**src/hdl/sfmr_pkg.sv**
```systemverilog
// constants, states and helpers for the mapped flash read sequencer
package sfmr_pkg;

  // register byte offsets
  localparam logic [7:0] OFS_OPCODE = 8'h00;
  localparam logic [7:0] OFS_PHASE  = 8'h04;
  localparam logic [7:0] OFS_OPTION = 8'h08;
  localparam logic [7:0] OFS_WAIT   = 8'h0C;
  localparam logic [7:0] OFS_STATUS = 8'h10;

  // field positions
  localparam int OPC_LSB     = 16;
  localparam int CMDW_LSB    = 30;
  localparam int ADRW_LSB    = 24;
  localparam int OPTW_LSB    = 20;
  localparam int RDW_LSB     = 16;
  localparam int WAIT_ON_BIT = 15;
  localparam int ASZ_LSB     = 8;
  localparam int OSEL_LSB    = 4;
  localparam int WAITW_LSB   = 16;
  localparam int WCNT_LSB    = 0;
  localparam int STAT_BUSY   = 0;
  localparam int STAT_DATA   = 1;

  // reset values
  localparam logic [31:0] OPCODE_RST = 32'h0003_0000;
  localparam logic [31:0] PHASE_RST  = 32'h0000_0000;
  localparam logic [31:0] OPTION_RST = 32'h0000_0000;
  localparam logic [31:0] WAIT_RST   = 32'h0000_0000;

  // field encodings
  localparam logic [1:0] LANE_FOUR = 2'h2;
  localparam logic [3:0] ASZ_32    = 4'hF;
  localparam logic [3:0] OSEL_1    = 4'h8;
  localparam logic [3:0] OSEL_2    = 4'hC;
  localparam logic [3:0] OSEL_3    = 4'hE;
  localparam logic [3:0] OSEL_4    = 4'hF;

  // phase lengths in bits
  localparam logic [5:0] CMD_BITS   = 6'h08;
  localparam logic [5:0] ADR24_BITS = 6'h18;
  localparam logic [5:0] ADR32_BITS = 6'h20;
  localparam logic [5:0] DATA_BITS  = 6'h20;

  // lane drive patterns and byte assembly
  localparam logic [3:0] OE_ONE   = 4'h1;
  localparam logic [3:0] OE_ALL   = 4'hF;
  localparam logic [3:0] OE_NONE  = 4'h0;
  localparam logic [2:0] NIB_DONE = 3'h4;
  localparam logic [2:0] BIT_DONE = 3'h7;

  typedef enum logic [2:0] {
    ST_IDLE, ST_START, ST_CMD, ST_ADDR, ST_OPT, ST_WAIT, ST_DATA, ST_END
  } sfmr_state_t;

  function automatic logic [2:0] opt_count(input logic [3:0] sel);
    opt_count = (sel == OSEL_4) ? 3'h4 :
                (sel == OSEL_3) ? 3'h3 :
                (sel == OSEL_2) ? 3'h2 :
                (sel == OSEL_1) ? 3'h1 : 3'h0;
  endfunction

  function automatic logic [5:0] lane_clocks(input logic [5:0] bits, input logic four);
    lane_clocks = four ? {2'h0, bits[5:2]} : bits;
  endfunction

  function automatic logic [3:0] lane_oe(input sfmr_state_t st, input logic four);
    unique case (st)
      ST_CMD, ST_ADDR, ST_OPT: lane_oe = four ? OE_ALL : OE_ONE;
      ST_WAIT:                 lane_oe = four ? OE_NONE : OE_ONE;
      default:                 lane_oe = OE_NONE;
    endcase
  endfunction

endpackage

```
**src/hdl/sfmr_buf_if.sv**
```systemverilog
// handshake bundle between the sequencer and its read data buffer
`timescale 1ns/1ps
interface sfmr_buf_if;
  logic       in_valid;
  logic       in_ready;
  logic [7:0] in_data;
  logic       out_valid;
  logic       out_ready;
  logic [7:0] out_data;

  modport filler (output in_valid, in_data, out_ready, input in_ready, out_valid, out_data);
  modport store  (input in_valid, in_data, out_ready, output in_ready, out_valid, out_data);
endinterface

```
**src/hdl/sfmr_buf.sv**
```systemverilog
// two-entry byte buffer with registered outputs
`timescale 1ns/1ps
module sfmr_buf (
  // clock and reset
  input  wire logic  clk_in,
  input  wire logic  rstn_in,
  // both sides of the buffer
  sfmr_buf_if.store  bus
);

  logic [7:0] head;
  logic [7:0] tail;
  logic       head_v;
  logic       tail_v;

  wire logic push = bus.in_valid & bus.in_ready;
  wire logic pop  = head_v & bus.out_ready;

  // head always holds the oldest byte so the outputs need no mux
  wire logic [7:0] next_head   = pop ? (tail_v ? tail : bus.in_data) : (head_v ? head : bus.in_data);
  wire logic       next_head_v = pop ? (tail_v | push) : (head_v | push);
  wire logic       next_tail_v = pop ? 1'b0 : (tail_v | (push & head_v));

  assign bus.in_ready  = ~tail_v;
  assign bus.out_valid = head_v;
  assign bus.out_data  = head;

  always_ff @(posedge clk_in or negedge rstn_in) begin
    if (!rstn_in) begin
      head   <= 8'h00;
      tail   <= 8'h00;
      head_v <= 1'b0;
      tail_v <= 1'b0;
    end else begin
      head   <= next_head;
      head_v <= next_head_v;
      tail_v <= next_tail_v;
      if (push & head_v & ~pop) begin
        tail <= bus.in_data;
      end
    end
  end
endmodule // sfmr_buf

```
**src/hdl/sfmr_top.sv**
```systemverilog
// mapped read sequencer: turns a word read into a serial flash read frame
//
// What this block does
// - command phase sends the programmed 8-bit read opcode
// - command phase uses one or four lines per its width field
// - four programmable option bytes, three down to zero
// - option select sends none, or bytes from three downward, up to four
// - option bytes go out on one or four lines per their width field
// - wait phase lasts one to eight serial clocks from a 3-bit count
// - wait phase appears only when its enable bit is set
// - wait phase lane width follows its width field
// - read data sampled on one or four lines per its width field
// - address sent as 24 or 32 bits per address size select
// - address phase uses one or four lines per its width field
`timescale 1ns/1ps
module sfmr_top (
  // clock and reset
  input  wire logic        clk_in,
  input  wire logic        rstn_in,
  // register port
  input  wire logic [7:0]  reg_addr_in,
  input  wire logic [31:0] reg_wdata_in,
  input  wire logic        reg_wr_in,
  input  wire logic        reg_rd_in,
  output logic      [31:0] reg_rdata_out,
  // mapped read request
  input  wire logic        rd_req_valid_in,
  input  wire logic [31:0] rd_req_addr_in,
  output logic             rd_req_ready_out,
  // read data stream
  output logic      [7:0]  rd_data_out,
  output logic             rd_data_valid_out,
  input  wire logic        rd_data_ready_in,
  // serial flash pins
  input  wire logic        serial_clock_ref_in,
  output logic             serial_flash_clock_out,
  output logic             flash_cs_n_out,
  input  wire logic [3:0]  flash_io_in,
  output logic      [3:0]  flash_io_out,
  output logic      [3:0]  flash_io_oe_out
);

  // software registers
  logic [31:0] read_opcode_setting;
  logic [31:0] read_phase_enable;
  logic [31:0] read_option_bytes;
  logic [31:0] read_dummy_setting;

  // sequencer state
  sfmr_pkg::sfmr_state_t state;
  logic [4:0]  clk_left;
  logic [31:0] shreg;
  logic        lane4;
  logic [31:0] addr_q;
  logic [7:0]  rx;
  logic [2:0]  rx_cnt;

  // synchronisers
  logic       ref_s1;
  logic       ref_s2;
  logic       ref_s3;
  logic [3:0] io_s1;
  logic [3:0] io_s2;

  sfmr_buf_if buf_if ();

  sfmr_buf u_buf (
    .clk_in  (clk_in),
    .rstn_in (rstn_in),
    .bus     (buf_if.store)
  );

  // field decode
  wire logic [7:0] opcode     = read_opcode_setting[sfmr_pkg::OPC_LSB +: 8];
  wire logic       cmd_four   = read_phase_enable[sfmr_pkg::CMDW_LSB +: 2] == sfmr_pkg::LANE_FOUR;
  wire logic       addr_four  = read_phase_enable[sfmr_pkg::ADRW_LSB +: 2] == sfmr_pkg::LANE_FOUR;
  wire logic       opt_four   = read_phase_enable[sfmr_pkg::OPTW_LSB +: 2] == sfmr_pkg::LANE_FOUR;
  wire logic       read_four  = read_phase_enable[sfmr_pkg::RDW_LSB +: 2] == sfmr_pkg::LANE_FOUR;
  wire logic       wait_on    = read_phase_enable[sfmr_pkg::WAIT_ON_BIT];
  wire logic       addr32     = read_phase_enable[sfmr_pkg::ASZ_LSB +: 4] == sfmr_pkg::ASZ_32;
  wire logic [3:0] opt_sel    = read_phase_enable[sfmr_pkg::OSEL_LSB +: 4];
  wire logic       wait_four  = read_dummy_setting[sfmr_pkg::WAITW_LSB +: 2] == sfmr_pkg::LANE_FOUR;
  wire logic [2:0] wait_count = read_dummy_setting[sfmr_pkg::WCNT_LSB +: 3];
  wire logic [2:0] opt_n      = sfmr_pkg::opt_count(opt_sel);

  // edges of the reference clock, seen through the synchroniser
  wire logic tick_rise = ref_s2 & ~ref_s3;
  wire logic tick_fall = ~ref_s2 & ref_s3;

  wire logic active = (state == sfmr_pkg::ST_CMD) || (state == sfmr_pkg::ST_ADDR) ||
                      (state == sfmr_pkg::ST_OPT) || (state == sfmr_pkg::ST_WAIT) ||
                      (state == sfmr_pkg::ST_DATA);
  wire logic in_data = state == sfmr_pkg::ST_DATA;

  // request hand-off
  wire logic take_req = (state == sfmr_pkg::ST_IDLE) && rd_req_valid_in && rd_req_ready_out;

  // phase order
  wire sfmr_pkg::sfmr_state_t after_opt  = wait_on ? sfmr_pkg::ST_WAIT : sfmr_pkg::ST_DATA;
  wire sfmr_pkg::sfmr_state_t after_addr = (opt_n != 3'h0) ? sfmr_pkg::ST_OPT : after_opt;
  wire sfmr_pkg::sfmr_state_t nxt_ph =
    (state == sfmr_pkg::ST_START) ? sfmr_pkg::ST_CMD :
    (state == sfmr_pkg::ST_CMD)   ? sfmr_pkg::ST_ADDR :
    (state == sfmr_pkg::ST_ADDR)  ? after_addr :
    (state == sfmr_pkg::ST_OPT)   ? after_opt :
    (state == sfmr_pkg::ST_WAIT)  ? sfmr_pkg::ST_DATA : sfmr_pkg::ST_END;

  // what the next phase shifts out, MSB first
  wire logic [31:0] addr_word = addr32 ? addr_q : {addr_q[23:0], 8'h00};
  wire logic [31:0] load_sh =
    (nxt_ph == sfmr_pkg::ST_CMD)  ? {opcode, 24'h00_0000} :
    (nxt_ph == sfmr_pkg::ST_ADDR) ? addr_word :
    (nxt_ph == sfmr_pkg::ST_OPT)  ? read_option_bytes : 32'h0000_0000;

  wire logic nxt_four =
    (nxt_ph == sfmr_pkg::ST_CMD)  ? cmd_four :
    (nxt_ph == sfmr_pkg::ST_ADDR) ? addr_four :
    (nxt_ph == sfmr_pkg::ST_OPT)  ? opt_four :
    (nxt_ph == sfmr_pkg::ST_WAIT) ? wait_four :
    read_four;

  wire logic [5:0] addr_bits = addr32 ? sfmr_pkg::ADR32_BITS : sfmr_pkg::ADR24_BITS;
  wire logic [5:0] opt_bits  = {opt_n, 3'h0};
  // wait cycles are serial clocks whatever the lane width
  wire logic [5:0] wait_clks = {3'h0, wait_count} + 6'h01;
  wire logic [5:0] nxt_clks =
    (nxt_ph == sfmr_pkg::ST_CMD)  ? sfmr_pkg::lane_clocks(sfmr_pkg::CMD_BITS, cmd_four) :
    (nxt_ph == sfmr_pkg::ST_ADDR) ? sfmr_pkg::lane_clocks(addr_bits, addr_four) :
    (nxt_ph == sfmr_pkg::ST_OPT)  ? sfmr_pkg::lane_clocks(opt_bits, opt_four) :
    (nxt_ph == sfmr_pkg::ST_WAIT) ? wait_clks :
    sfmr_pkg::lane_clocks(sfmr_pkg::DATA_BITS, read_four);
  wire logic [5:0] load_left6 = nxt_clks - 6'h01;

  // read data assembly
  wire logic       byte_done = read_four ? (rx_cnt == sfmr_pkg::NIB_DONE) : (rx_cnt == sfmr_pkg::BIT_DONE);
  wire logic [7:0] next_rx   = read_four ? {rx[3:0], io_s2} : {rx[6:0], io_s2[1]};
  wire logic [2:0] rx_step   = read_four ? 3'h4 : 3'h1;
  wire logic [2:0] next_rx_cnt = byte_done ? 3'h0 : rx_cnt + rx_step;

  // a full buffer holds the serial clock low, so no byte is dropped
  wire logic stall   = in_data && byte_done && !buf_if.in_ready;
  wire logic rise_ok = tick_rise && active && !serial_flash_clock_out && !stall;
  wire logic fall_ok = tick_fall && ((state == sfmr_pkg::ST_START) || (active && serial_flash_clock_out));
  wire logic leaving = (state == sfmr_pkg::ST_START) || (clk_left == 5'h00);

  // shifting
  wire logic [31:0] shifted  = lane4 ? {shreg[27:0], 4'h0} : {shreg[30:0], 1'b0};
  wire logic [31:0] next_sh  = leaving ? load_sh : shifted;
  wire logic        next_l4  = leaving ? nxt_four : lane4;
  wire logic [3:0]  next_io  = next_l4 ? next_sh[31:28] : {3'h0, next_sh[31]};
  wire logic [3:0]  next_oe  = leaving ? sfmr_pkg::lane_oe(nxt_ph, nxt_four) : flash_io_oe_out;
  wire logic [4:0]  next_left = leaving ? load_left6[4:0] : clk_left - 5'h01;

  wire sfmr_pkg::sfmr_state_t next_state =
    take_req ? sfmr_pkg::ST_START :
    (fall_ok && leaving) ? nxt_ph :
    (state == sfmr_pkg::ST_END) ? sfmr_pkg::ST_IDLE : state;

  // buffer hookup
  assign buf_if.in_valid  = rise_ok && in_data && byte_done;
  assign buf_if.in_data   = next_rx;
  assign buf_if.out_ready = rd_data_ready_in;
  assign rd_data_out       = buf_if.out_data;
  assign rd_data_valid_out = buf_if.out_valid;

  // register decode
  wire logic wr_opcode = reg_wr_in && (reg_addr_in == sfmr_pkg::OFS_OPCODE);
  wire logic wr_phase  = reg_wr_in && (reg_addr_in == sfmr_pkg::OFS_PHASE);
  wire logic wr_option = reg_wr_in && (reg_addr_in == sfmr_pkg::OFS_OPTION);
  wire logic wr_wait   = reg_wr_in && (reg_addr_in == sfmr_pkg::OFS_WAIT);

  logic [31:0] stat_word;
  always_comb begin
    stat_word = 32'h0000_0000;
    stat_word[sfmr_pkg::STAT_BUSY] = state != sfmr_pkg::ST_IDLE;
    stat_word[sfmr_pkg::STAT_DATA] = buf_if.out_valid;
  end

  wire logic [31:0] rd_mux =
    (reg_addr_in == sfmr_pkg::OFS_OPCODE) ? read_opcode_setting :
    (reg_addr_in == sfmr_pkg::OFS_PHASE)  ? read_phase_enable :
    (reg_addr_in == sfmr_pkg::OFS_OPTION) ? read_option_bytes :
    (reg_addr_in == sfmr_pkg::OFS_WAIT)   ? read_dummy_setting :
    (reg_addr_in == sfmr_pkg::OFS_STATUS) ? stat_word : 32'h0000_0000;

  // a setting changed mid-frame takes effect at the next phase boundary, except the read width, which byte assembly follows at once
  always_ff @(posedge clk_in or negedge rstn_in) begin
    if (!rstn_in) begin
      read_opcode_setting <= sfmr_pkg::OPCODE_RST;
      read_phase_enable   <= sfmr_pkg::PHASE_RST;
      read_option_bytes   <= sfmr_pkg::OPTION_RST;
      read_dummy_setting  <= sfmr_pkg::WAIT_RST;
    end else begin
      if (wr_opcode) read_opcode_setting <= reg_wdata_in;
      if (wr_phase)  read_phase_enable   <= reg_wdata_in;
      if (wr_option) read_option_bytes   <= reg_wdata_in;
      if (wr_wait)   read_dummy_setting  <= reg_wdata_in;
    end
  end

  always_ff @(posedge clk_in or negedge rstn_in) begin
    if (!rstn_in) begin
      reg_rdata_out <= 32'h0000_0000;
    end else begin
      reg_rdata_out <= reg_rd_in ? rd_mux : 32'h0000_0000;
    end
  end

  // pin synchronisers
  always_ff @(posedge clk_in or negedge rstn_in) begin
    if (!rstn_in) begin
      ref_s1 <= 1'b0;
      ref_s2 <= 1'b0;
      ref_s3 <= 1'b0;
      io_s1  <= 4'h0;
      io_s2  <= 4'h0;
    end else begin
      ref_s1 <= serial_clock_ref_in;
      ref_s2 <= ref_s1;
      ref_s3 <= ref_s2;
      io_s1  <= flash_io_in;
      io_s2  <= io_s1;
    end
  end

  always_ff @(posedge clk_in or negedge rstn_in) begin
    if (!rstn_in) begin
      state  <= sfmr_pkg::ST_IDLE;
      addr_q <= 32'h0000_0000;
    end else begin
      state <= next_state;
      if (take_req) addr_q <= rd_req_addr_in;
    end
  end

  // serial clock and select
  always_ff @(posedge clk_in or negedge rstn_in) begin
    if (!rstn_in) begin
      serial_flash_clock_out <= 1'b0;
      flash_cs_n_out         <= 1'b1;
      rd_req_ready_out       <= 1'b0;
    end else begin
      if (rise_ok) serial_flash_clock_out <= 1'b1;
      else if (fall_ok) serial_flash_clock_out <= 1'b0;
      if (fall_ok && state == sfmr_pkg::ST_START) flash_cs_n_out <= 1'b0;
      else if (state == sfmr_pkg::ST_END) flash_cs_n_out <= 1'b1;
      rd_req_ready_out <= (next_state == sfmr_pkg::ST_IDLE);
    end
  end

  // output shifter, updated on the falling serial edge
  always_ff @(posedge clk_in or negedge rstn_in) begin
    if (!rstn_in) begin
      shreg           <= 32'h0000_0000;
      lane4           <= 1'b0;
      clk_left        <= 5'h00;
      flash_io_out    <= 4'h0;
      flash_io_oe_out <= 4'h0;
    end else if (fall_ok) begin
      shreg           <= next_sh;
      lane4           <= next_l4;
      clk_left        <= next_left;
      flash_io_out    <= next_io;
      flash_io_oe_out <= next_oe;
    end
  end

  // input capture, on the rising serial edge
  always_ff @(posedge clk_in or negedge rstn_in) begin
    if (!rstn_in) begin
      rx     <= 8'h00;
      rx_cnt <= 3'h0;
    end else if (take_req) begin
      rx_cnt <= 3'h0;
    end else if (rise_ok && in_data) begin
      rx     <= next_rx;
      rx_cnt <= next_rx_cnt;
    end
  end

  // helper: serial clocks seen in the current phase
  logic [5:0] ph_rises;
  logic [5:0] ph_expect;
  always_ff @(posedge clk_in or negedge rstn_in) begin
    if (!rstn_in) begin
      ph_rises  <= 6'h00;
      ph_expect <= 6'h00;
    end else if (fall_ok && leaving) begin
      ph_rises  <= 6'h00;
      ph_expect <= nxt_clks;
    end else if (rise_ok) begin
      ph_rises  <= ph_rises + 6'h01;
    end
  end
endmodule // sfmr_top

```
**config.mk**
```make
export PLATFORM = sky130hd
export DESIGN_NAME = sfmr_top
export DESIGN_NICKNAME = d
export VERILOG_FILES = /design/src/hdl/sfmr_pkg.sv /design/src/hdl/sfmr_buf_if.sv /design/src/hdl/sfmr_buf.sv /design/src/hdl/sfmr_top.sv
export SDC_FILE = /design/constraint.sdc
export NUM_CORES = 1
export LEC_CHECK = 0
export ABC_AREA = 1
export BUFFER_PORTS_ARGS = -buffer_cell sky130_fd_sc_hd__buf_4
export CAP_MARGIN = 0
export CORE_UTILIZATION = 55
export CTS_CLUSTER_DIAMETER = 100
export DETAILED_ROUTE_END_ITERATION = 10
export PLACE_DENSITY = 0.75
export SYNTH_ARGS = -nofsm -noshare
export SYNTH_HDL_FRONTEND = slang
export SYNTH_HIERARCHICAL = 1
export SYNTH_SLANG_ARGS = --single-unit
```
**constraint.sdc**
```tcl
create_clock -name clk_in -period 3 [get_ports clk_in]
set_clock_uncertainty 0.05 [all_clocks]
set_input_delay 0.15 -clock clk_in [delete_from_list [all_inputs] [get_ports clk_in]]
set_output_delay 0.15 -clock clk_in [all_outputs]
set_load 0.01 [all_outputs]
```
Word level (Yosys, flattened, before mapping)
Index checks and enable logic that the tools add are counted.
{ "totals": {"ff_bits": 282, "in_bits": 83, "out_inout_bits": 52} }
{ "op_classes": {"add_sub_neg": 4, "eq_ne": 28, "mux": 60, "bitwise_logic": 14, "n_reduce_logical": 37} }
{ "ops": {"columns": ["cell", "count"], "rows": [
  ["32-bit two-way mux", 11],
  ["5-bit two-way mux", 7],
  ["8-bit two-way mux", 4],
  ["3-bit two-way mux", 10],
  ["3-bit equality test (second input constant)", 8],
  ["4-bit equality test (second input constant)", 5],
  ["1-bit logical AND", 17],
  ["8-bit by 4-bit equality test with 1-bit output (second input constant)", 2],
  ["4-bit two-way mux", 4],
  ["1-bit two-way mux", 15],
  ["2-bit two-way mux", 7],
  ["3-bit by 2-bit equality test with 1-bit output (second input constant)", 4],
  ["2-bit equality test (second input constant)", 5],
  ["5-bit by 1-bit subtractor with 5-bit output (second input constant)", 2],
  ["8-bit by 3-bit equality test with 1-bit output (second input constant)", 1],
  ["8-bit by 5-bit equality test with 1-bit output (second input constant)", 1],
  ["8-bit zero test", 1],
  ["4-bit case mux with 2 select lines", 1],
  ["1-bit AND", 6],
  ["3-bit zero test", 2],
  ["1-bit logical OR", 6],
  ["6-bit two-way mux", 1],
  ["2-bit nonzero test", 3],
  ["3-bit nonzero test", 2],
  ["10 further kinds", 18]
]} }

Depth between registers and ports, before layout
Gate-level depths: netlist of the first run.
{ "logic_depth": {"ltp_word": 17, "depth_mapped": 19, "depth_no_buf": 18} }

Cells and area by module
Netlist of the first run, hierarchy kept.
{ "by_module_without_submodules": {"columns": ["module", "n_inst", "cells_per_inst", "area_per_inst_um2", "seq_area_each_um2"], "rows": [
  ["sfmr_top", 1, 1431, 12228.0, 6560.0],
  ["sfmr_buf", 1, 121, 905.9, 450.4]
]} }

Worst setup path after synthesis of the first run
No wires, ideal clock.
{ "synth_path": {"path_type": "register to register", "from": "reg read_phase_enable[16]", "to": "reg u_buf.tail[0]", "setup_ns": 0.117, "t_arrival_ns": 2.260, "t_required_ns": 2.833, "slack_ns": 0.573, "stages_incl_launch_ff": 19, "period_less_slack_ns": 2.427, "cell_sequence": "dfrtp_1 > nor2_4 > inv_1 > ha_1 > inv_1 > nand3_1 > inv_1 > nand3b_1 > nand3_2 > inv_2 > buf_4 > nand2_1 > inv_1 > inv_1 > nor2_1 > nand2_4 > buf_6 > nand2_1 > o21ai_2"} }
{ "synth_between": {"elab_chain_len": 11} }
{ "synth_rtl": {"columns": ["item", "line_no", "source"], "rows": [
  ["start, declared", "sfmr_top.sv:45", "logic [31:0] read_phase_enable;"],
  ["start signal, assigned", "sfmr_top.sv:190", "read_phase_enable <= sfmr_pkg::PHASE_RST;"],
  ["start signal, assigned", "sfmr_top.sv:195", "if (wr_phase) read_phase_enable <= reg_wdata_in;"],
  ["2-bit equality test *", "sfmr_top.sv:78", "wire logic read_four = read_phase_enable[sfmr_pkg::RDW_LSB +: 2] == sfmr_pkg::LANE_FOUR;"],
  ["1-bit two-way mux *", "sfmr_top.sv:135", "wire logic byte_done = read_four ? (rx_cnt == sfmr_pkg::NIB_DONE) : (rx_cnt == sfmr_pkg::BIT_DONE);"],
  ["1-bit logical AND (2 in a row)", "sfmr_top.sv:141", "wire logic stall = in_data && byte_done && !buf_if.in_ready;"],
  ["1-bit zero test", "sfmr_top.sv:142", "wire logic rise_ok = tick_rise && active && !serial_flash_clock_out && !stall;"],
  ["1-bit logical AND", "sfmr_top.sv:142", null],
  ["1-bit logical AND", "sfmr_top.sv:160", "assign buf_if.in_valid = rise_ok && in_data && byte_done;"],
  ["1-bit logical AND *", "sfmr_top.sv:160", null],
  ["named net buf_if.in_valid", "sfmr_buf_if.sv:4", "logic in_valid;"],
  ["1-bit AND *", "sfmr_buf.sv:16", "wire logic push = bus.in_valid & bus.in_ready;"],
  ["1-bit AND * (2 in a row)", "sfmr_buf.sv:38", "if (push & head_v & ~pop) begin"],
  ["end signal, assigned", "sfmr_buf.sv:39", "tail <= bus.in_data;"],
  ["end, declared", "sfmr_buf.sv:12", "logic [7:0] tail;"]
]} }
The timed path passes the listed nets; every way through them passes the cells marked *.
A chain may end at the register's enable or synchronous reset.

Worst setup path after layout of the first run
Same ends and word-level chain as after synthesis.

==> flow_summary.json, run 1 <==
{
  "rsz0062_at_grt": "false",
  "hold_class": "input pin to flop",
  "grt-ovfl-total": 0,
  "grt_max_degree": 94,
  "power.density_mw_per_mm2": 720,
  "nets": 1827,
  "drc": 0,
  "clkTransAtPathRegs_ns": 0.06,
  "hold_viol": 0,
  "cts_made_buffers": 29,
  "area_growth_pct": 22.7,
  "period_share": 0.849,
  "synthCells": 1552,
  "via_count": 11600,
  "irDropWorstVdd_mv": 0.462,
  "fmax_mhz": 392,
  "path_class": "flop to flop",
  "ios": 135,
  "highest_layer": "met4",
  "antenna_found_initial": 0,
  "synth_area_per_cell_um2": 8.46,
  "synth_edf_count": 0,
  "async_flop_share": 1.00,
  "placed_cell_area_mm2": 0.0144,
  "first_pass_iters": 6,
  "cts_sinks": 280,
  "yosys.area.top_type_share": 0.528,
  "slew_viol_final": 0,
  "layout_min_cycle_time_ns": 2.55,
  "wirelength_um": 36800,
  "gp_congestion": 0.895,
  "run_status": "finished, final reports clean",
  "relSlewSlack": 0.475,
  "cap_violations": 0,
  "route.antenna.remaining_nets": 0,
  "whs_ns": 0.0242,
  "dr_wl_met2_um": 17400,
  "cts-root-buf": "clkbuf_16",
  "required_ns": 3.39,
  "synthesis.nets": 1641,
  "leakagePower_nw": 7.63,
  "m1WireLength_um": 15000,
  "yosys_warnings": 6,
  "cts_max_level": 1,
  "rows": 56,
  "synthTopCellsByArea": "dfrtp_1 (53%), nand2_1 (12%), o21ai_0 (5.9%)",
  "yosysMostFrequentCell": "nand2_1",
  "die_height_um": 157,
  "synth_cell_types": 50,
  "tns_ns": 0,
  "grt_usage": 0.310,
  "synth.largest_area_cell": "dfrtp_1",
  "cp_max_fo": 17,
  "dp_hpwl_um": 24400,
  "setup_violations": 0,
  "post-route-util": 0.686,
  "drt_iter0_markers": 1303,
  "die_x_um": 157,
  "cts_hold_buf": 76,
  "fillers": 1793,
  "crit_path_start_kind": "flop",
  "arrival_ns": 2.94,
  "clock_path_buffers": 3,
  "port-buffer-count": 134,
  "clkLatencyLatePin_ns": 0.55,
  "cts_tree": "done",
  "route.met3.wl_um": 2670,
  "wl_per_cell_um": 17.7,
  "synthTopCellsByCount": "nand2_1 (424), dfrtp_1 (277), inv_1 (154), o21ai_0 (154), o21ai_1 (102)",
  "start_util": 0.560,
  "endpoint_kind": "flop",
  "vias_per_cell": 5.57,
  "ys_ff_latch": 280,
  "worst_pin_slew_ns": 0.785,
  "cts_resized": 0,
  "dieArea_mm2": 0.0245,
  "ys.flop_type": "dfrtp_1",
  "finalInstanceArea_mm2": 0.0161,
  "netlist_area_mm2": 0.0131,
  "synth.yosys.seq_area_share": 0.534,
  "design.core.area_mm2": 0.0235,
  "grt_pass1_vias": 11200,
  "cts_setup_buffers": 0,
  "grt_first_pass_wirelength_um": 58700,
  "drive_above_1_share": 0.164
}
## worst paths after layout
| kind | to | cells after the start | slack, ns | start |
|---|---|---|---|---|
| worst min register to register | ref_s2$_DFF_PN0_ | 0 | 0.30 | ref_s1$_DFF_PN0_ |
| min in group asynchronous | u_buf/bus.out_data[7]$_DFFE_PN0P_ | 2 | 0.16 | rstn_in |
| worst max-delay path | u_buf/tail[0]$_DFFE_PN0P_ | 16 | 0.45 | read_phase_enable[16]$_DFFE_PN0P_ |
| worst min-delay path | rx_cnt[0]$_DFFE_PN0P_ | 4 | 0.02 | rd_req_valid_in |
| worst max register to register | u_buf/tail[0]$_DFFE_PN0P_ | 16 | 0.45 | read_phase_enable[16]$_DFFE_PN0P_ |
| max in group asynchronous | addr_q[17]$_DFFE_PN0P_ | 3 | 1.84 | rstn_in |
## through the flow
stage / total power, mW / cells / worst slack [ns]
after floorplan: 6.94 / 1552 / 0.573
after global placement: 7.78 / 1950 / 0.590
after detailed placement: 7.88 / 1950 / 0.508
after CTS: 11.6 / 2080 / 0.496
after global routing: 12.2 / 2080 / 0.217
final: 11.6 / 2081 / 0.452
## where the power goes
| part | switching (mW) | internal [mW] | total (mW) | leakage (nW) |
|---|---|---|---|---|
| clock | 1.47 | 2.16 | 3.63 | 0.476 |
| sequential | 0.515 | 4.41 | 4.92 | 3.70 |
| combinational | 1.90 | 1.15 | 3.05 | 3.46 |
## cell families (layout without fill, tap and decap cells)
| kind of cell | after synthesis | after routing | share of synthesized area |
|---|---|---|---|
| and+or+nand+nor | 573 | 573 | 0.181 |
| AOI/OAI and AO/OA | 411 | 411 | 0.177 |
| DFF | 280 | 280 | 0.534 |
| buffers and inverters | 257 | 466 | 0.0818 |
| muxes | 21 | 21 | 0.0180 |
| adders and majority gates | 6 | 6 | 0.00572 |
| xor gates and xnor gates | 4 | 4 | 0.00267 |
| other | 0 | 1 | 0 |
## worst max-delay path: stages, from the launching register on
cell	delay, ns
dfrtp_1	0.42
nor2_4	0.13
inv_1	0.09
ha_1	0.28
inv_1	0.04
nand3_1	0.11
inv_1	0.07
nand3b_1	0.12
nand3_2	0.14
inv_2	0.23
nand2_1	0.09
inv_1	0.06
inv_1	0.04
nor2_1	0.19
nand2_4	0.19
nand2_1	0.12
o21ai_2	0.06
## state kept, by name, indices dropped and copies added, names as in the netlist, 2 cells and up
signal / flops
flash_io_out: 4
shreg: 31
clk_left: 5
read_phase_enable: 32
addr_q: 32
read_opcode_setting: 32
u_buf/bus.out_data: 8
rx_cnt: 3
u_buf/tail: 8
reg_rdata_out: 32
state: 3
io_s2: 4
flash_io_oe_out: 2
read_dummy_setting: 32
rx: 7
io_s1: 4
read_option_bytes: 32
## final cells by class
class | count | area (um^2) | area share
sequential | 280 | 7010 | 0.435
inverter | 173 | 651 | 0.0404
tap | 319 | 399 | 0.0248
clock inverter | 13 | 149 | 0.00924
clock buffer | 41 | 821 | 0.0509
multi-input combinational | 1015 | 5050 | 0.313
timing repair buffer | 239 | 2030 | 0.126
antenna | 1 | 2.50 | 0.000155
## routing by layer
| layer | GRT usage | up-vias |
|---|---|---|
| li1 | - | 5478 |
| met1 | 0.406 | 5501 |
| met2 | 0.506 | 515 |
| met3 | 0.0498 | 98 |
| met4 | 0.148 | 0 |
| met5 | 0 | - |
## cells in the final DEF, fill, tap and decap left out, drive strengths merged, types with 15 or more instances in the layout
master	Yosys	layout
mux2	21	21
nor2	69	69
dlygate4sd3	0	76
o21ai	266	266
buf	40	163
a31oi	15	15
nand3	52	52
nand2	431	431
o22ai	16	16
a21oi	55	55
inv	169	170
clkbuf	44	41
o211ai	43	43
dfrtp	277	277
Note: power is estimated with default switching activity, not from simulation.
==> inputs of run 2 (changes only) <==
==> constraint.sdc (replaced) <==
create_clock -name clk_in -period 2.4 [get_ports clk_in]
set_clock_uncertainty 0.05 [all_clocks]
set_input_delay 0.12 -clock clk_in [delete_from_list [all_inputs] [get_ports clk_in]]
set_output_delay 0.12 -clock clk_in [all_outputs]
set_load 0.01 [all_outputs]
==> flow_summary.json, run 2 (same netlist as run 1, synthesis figures left out) <==
{
  "run_status": "finished, final reports clean",
  "grt_pass1_vias": 11100,
  "die_height_um": 157,
  "post-route-worst-setup-slack_ns": 0.148,
  "setup_violations": 0,
  "worst_pin_slew_ns": 0.899,
  "antenna_found_initial": 0,
  "arrival_ns": 2.64,
  "wirelength_um": 37400,
  "port-buffer-count": 134,
  "cts_made_buffers": 29,
  "placed_cell_area_mm2": 0.0146,
  "final_common_cell": "nand2_1",
  "cts_sinks": 280,
  "design_power_total_mw": 14.6,
  "grt_first_pass_wirelength_um": 58100,
  "r2r_slack_ns": 0.15,
  "crit_path_start_kind": "flop",
  "clock_path_buffers": 3,
  "gp_congestion": 0.899,
  "path_class": "flop to flop",
  "hold_viol": 0,
  "dieArea_mm2": 0.0245,
  "cts_tree": "done",
  "area_growth_pct": 24.5,
  "post-route-util": 0.696,
  "wl_per_cell_um": 17.9,
  "finalInstanceArea_mm2": 0.0163,
  "period_share": 0.938,
  "vias_per_cell": 5.59,
  "die_x_um": 157,
  "diodes": 0,
  "design.core.area_mm2": 0.0235,
  "clkLatencyLatePin_ns": 0.55,
  "cp_max_fo": 6,
  "rows": 56,
  "grt-ovfl-total": 0,
  "layout_min_cycle_time_ns": 2.25,
  "relSlewSlack": 0.400,
  "cts-root-buf": "clkbuf_16",
  "slew_viol_final": 0,
  "cap_violations": 0,
  "clkTransAtPathRegs_ns": 0.06,
  "leakagePower_nw": 7.77,
  "cts_max_level": 1,
  "holdPathStages": 6,
  "dp_hpwl_um": 24200,
  "whs_endpoint": "reg_rdata_out[30]$_DFF_PN0_",
  "hp-start": "reg_addr_in[4]",
  "power.density_mw_per_mm2": 892,
  "pre_cts_ws_ns": 0.105,
  "required_ns": 2.79,
  "rr_startpoint": "read_phase_enable[17]$_DFFE_PN0P_",
  "route.antenna.remaining_nets": 0,
  "ios": 135,
  "fmax_mhz": 444,
  "first_pass_iters": 5,
  "grt_max_degree": 84,
  "drive_above_1_share": 0.175,
  "rr_endpoint": "u_buf/tail[1]$_DFFE_PN0P_",
  "mostFrequentLayoutCells": "nand2_1 (421), dfrtp_1 (275), buf_4 (167)",
  "hold_class": "input pin to flop",
  "whs_ns": 0.0312,
  "drc": 0,
  "grt_usage": 0.306,
  "nets": 1843,
  "endpoint_kind": "flop",
  "start_util": 0.560,
  "irDropWorstVdd_mv": 0.587,
  "drt_iter0_markers": 1333,
  "rr_worst_depth": 17,
  "via_count": 11700
}
==> run 2: how the worst max path moves through the flow <==
stage,cells past startpoint,start,to,slack [ns]
detailed placement,17,read_phase_enable[17]$_DFFE_PN0P_,u_buf/tail[1]$_DFFE_PN0P_,0.10
global route,17,read_phase_enable[17]$_DFFE_PN0P_,u_buf/tail[0]$_DFFE_PN0P_,-0.03
CTS,17,read_phase_enable[17]$_DFFE_PN0P_,u_buf/tail[1]$_DFFE_PN0P_,0.09
finish,17,read_phase_enable[17]$_DFFE_PN0P_,u_buf/tail[1]$_DFFE_PN0P_,0.15
floorplan,19,read_phase_enable[17]$_DFFE_PN0P_,u_buf/tail[0]$_DFFE_PN0P_,0.02
global placement,17,read_phase_enable[17]$_DFFE_PN0P_,u_buf/tail[7]$_DFFE_PN0P_,0.21
==> run 2: metal layers <==
metal / track usage / routed length [um] / up-vias / share of wire
met3: 0.0426 / 2180 / 105 / 0.058
met4: 0.143 / 1830 / 0 / 0.049
met1: 0.398 / 15400 / 5627 / 0.41
met5: 0 / 0 / - / 0
met2: 0.510 / 18000 / 489 / 0.48
li1: - / - / 5494 / -
==> run 2: timing repair <==
item | 4_1_cts | 5_1_grt
hold endpoints to repair | 289 | 0
gates resized for setup | 0 | 13
setup buffers | 0 | 4
endpoints found under the setup margin | 0 | 12
hold buffers | 75 | 0
==> run 2: where the power goes <==
group          internal (mW)  switching (mW)
clock                   2.67            1.84
combinational           1.50            2.41
sequential              5.51           0.638
total                   9.69            4.90
==> run 2: area by class of cell <==
cell class / instances / area (um^2)
clock buffer: 44 / 862
clock inverter: 8 / 93.8
fill: 1784 / 7130
inverter: 173 / 653
multi-input combinational: 1017 / 5110
sequential: 280 / 7010
tap: 319 / 399
timing repair buffer: 253 / 2220
==> run 2: worst max-delay path, stage by stage (launching register included) <==
cell,delay [ns]
dfrtp_1,0.37
inv_1,0.07
nor2_4,0.13
inv_2,0.07
ha_1,0.27
inv_1,0.05
nand3_2,0.09
inv_1,0.05
nand3b_1,0.11
nand3_2,0.14
inv_2,0.09
nand2_1,0.05
inv_1,0.05
inv_1,0.06
nor2_4,0.22
nand2_4,0.11
nand2_1,0.10
o21ai_2,0.05
==> run 2: through the flow <==
stage               instances  setup TNS (ns)
finish                   2094               0
global route             2094         -0.0923
CTS                      2088               0
detailed placement       1961               0
global placement         1961               0
floorplan                1552               0
==> inputs of run 3 (changes only) <==
--- a/config.mk
+++ b/config.mk
@@ -11,7 +11,7 @@
 export CORE_UTILIZATION = 55
 export CTS_CLUSTER_DIAMETER = 100
 export DETAILED_ROUTE_END_ITERATION = 10
-export PLACE_DENSITY = 0.75
+export PLACE_DENSITY = 0.86
 export SYNTH_ARGS = -nofsm -noshare
 export SYNTH_HDL_FRONTEND = slang
 export SYNTH_HIERARCHICAL = 1
==> flow_summary.json, run 3 (same netlist as run 1, synthesis figures left out) <==
{
  "run_status": "finished, final reports clean",
  "worst_pin_slew_ns": 0.882,
  "drt_iter0_markers": 1394,
  "mostFrequentLayoutCells": "nand2_1 (423), dfrtp_1 (276), buf_4 (160)",
  "relSlewSlack": 0.410,
  "die_x_um": 157,
  "diodes": 0,
  "crit_path_start_kind": "flop",
  "grt_pass1_vias": 11700,
  "internal_power_mw": 9.63,
  "rows": 56,
  "rr_startpoint": "read_phase_enable[17]$_DFFE_PN0P_",
  "cap_violations": 0,
  "first_pass_iters": 7,
  "worstPathCellList": "inv_1, nor2_4, inv_1, ha_1, inv_1, nand3_1, inv_1, nand3b_1, nand3_2, inv_2, nand2_1, inv_1, inv_1, nor2_4, nand2_4, nand2_1, o21ai_2",
  "grt-ovfl-total": 0,
  "critPathSlowestCell": "dfrtp_1",
  "cp_max_fo": 9,
  "grt_max_degree": 83,
  "holdPathStages": 6,
  "path_class": "flop to flop",
  "hp-start": "reg_addr_in[4]",
  "wirelength_um": 38700,
  "rr_worst_depth": 17,
  "cts_made_buffers": 30,
  "gp_congestion": 0.915,
  "crit_top_cell": "inv_1",
  "rr_endpoint": "u_buf/tail[2]$_DFFE_PN0P_",
  "die_height_um": 157,
  "irDropWorstVdd_mv": 0.641,
  "leakagePower_nw": 7.73,
  "via_count": 12000,
  "period_share": 0.958,
  "fmax_mhz": 435,
  "ios": 135,
  "p_comb_frac": 0.269,
  "grt_usage": 0.323,
  "whs_endpoint": "reg_rdata_out[30]$_DFF_PN0_",
  "r2r_slack_ns": 0.10,
  "pwr-share-seq": 0.422,
  "design.core.area_mm2": 0.0235,
  "vias_per_cell": 5.76,
  "crit_family": "simple AND/OR/NAND/NOR gates",
  "clkLatencyLatePin_ns": 0.57,
  "cts_tree": "done",
  "clkPwrFrac": 0.310,
  "endpoint_kind": "flop",
  "route.antenna.remaining_nets": 0,
  "crit_buf_inv": 7,
  "post-route-worst-setup-slack_ns": 0.100,
  "start_util": 0.560,
  "clkTransAtPathRegs_ns": 0.06,
  "hold_class": "input pin to flop",
  "dieArea_mm2": 0.0245,
  "cts_max_level": 1,
  "hold_viol": 0,
  "slowest_delay_ns": 0.38,
  "dp_hpwl_um": 24400,
  "nets": 1834,
  "p_sw_frac": 0.343,
  "cts_sinks": 280,
  "power.switching_mw": 5.03,
  "wl_per_cell_um": 18.5,
  "rsz0062_at_grt": "true",
  "slew_viol_final": 0,
  "antenna_found_initial": 0,
  "power.density_mw_per_mm2": 902,
  "required_ns": 2.78,
  "drive_above_1_share": 0.171,
  "placed_cell_area_mm2": 0.0145,
  "design_power_total_mw": 14.7,
  "drc": 0,
  "finalInstanceArea_mm2": 0.0163,
  "arrival_ns": 2.68,
  "pre_cts_ws_ns": 0.120,
  "grt_first_pass_wirelength_um": 61100,
  "clock_path_buffers": 3,
  "cts-root-buf": "clkbuf_16",
  "port-buffer-count": 134,
  "setup_violations": 0,
  "final_common_cell": "nand2_1",
  "layout_min_cycle_time_ns": 2.30,
  "area_growth_pct": 23.8
}
==> run 3: cell count changes in the layout (fill, tap and decap cells not counted), moves of 2 or more <==
cell       before  now
clkbuf_1        7    4
o21ai_1       103  101
clkbuf_8        8   11
nand2_1       421  423
bufinv_16       2    0
nand2_2         8    6
buf_4         167  160
==> run 3: worst register-to-register path, cell delays in order, from the launching register on <==
cell and delay, ns:
dfrtp_1 0.38, inv_1 0.08, nor2_4 0.11, inv_1 0.08, ha_1 0.27, inv_1 0.05
nand3_1 0.12, inv_1 0.07, nand3b_1 0.12, nand3_2 0.16, inv_2 0.10, nand2_1 0.05
inv_1 0.04, inv_1 0.06, nor2_4 0.15, nand2_4 0.11, nand2_1 0.11, o21ai_2 0.06
==> run 3: power by group through the flow <==
stage	Sequential, mW	Combinational, mW	Clock, mW
floorplan	5.99	2.69	0
global placement	6.18	3.57	0
detailed placement	6.22	3.68	0
CTS	6.15	3.82	4.56
global route	6.26	4.40	4.76
finish	6.19	3.94	4.54
==> run 3: layout make-up <==
class                      count  area [um^2]
fill                        1716         7210
sequential                   280         7010
multi-input combinational   1016         5080
timing repair buffer         244         2140
clock buffer                  45          917
inverter                     173          652
tap                          319          399
clock inverter                10         67.6
==> run 3: worst max path at each step <==
stage | from | end | cells after the start
after global placement | read_phase_enable[17]$_DFFE_PN0P_ | u_buf/tail[2]$_DFFE_PN0P_ | 17
after floorplan | read_phase_enable[17]$_DFFE_PN0P_ | u_buf/tail[0]$_DFFE_PN0P_ | 19
after detailed placement | read_phase_enable[17]$_DFFE_PN0P_ | u_buf/tail[2]$_DFFE_PN0P_ | 17
after CTS | read_phase_enable[17]$_DFFE_PN0P_ | u_buf/tail[2]$_DFFE_PN0P_ | 17
after global routing | read_phase_enable[17]$_DFFE_PN0P_ | u_buf/tail[1]$_DFFE_PN0P_ | 17
final | read_phase_enable[17]$_DFFE_PN0P_ | u_buf/tail[2]$_DFFE_PN0P_ | 17
==> run 3: what timing repair did <==
action | in CTS | in global routing
endpoints found under the setup margin | 0 | 13
hold buffers | 74 | 0
resized for setup | 0 | 6
buffers inserted | 0 | 4
endpoints found under the hold margin | 456 | 0
==> run 3: metal layers <==
metal | GRT usage | part of all wire
met5 | 0 | 0
met4 | 0.167 | 0.053
met3 | 0.0526 | 0.080
met2 | 0.539 | 0.49
met1 | 0.408 | 0.38
==> run 3: metrics by stage <==
| stage | utilization | cells | TNS [ns] | hold slack, ns |
|---|---|---|---|---|
| floorplan | - | 1552 | 0 | -0.226 |
| detailed placement | 0.617 | 1953 | 0 | -0.0721 |
| finish | 0.693 | 2087 | 0 | 0.0234 |
| CTS | 0.690 | 2082 | 0 | 0.00661 |
| global route | 0.693 | 2087 | -0.242 | 0.0444 |
| global placement | 0.617 | 1953 | 0 | -0.0717 |
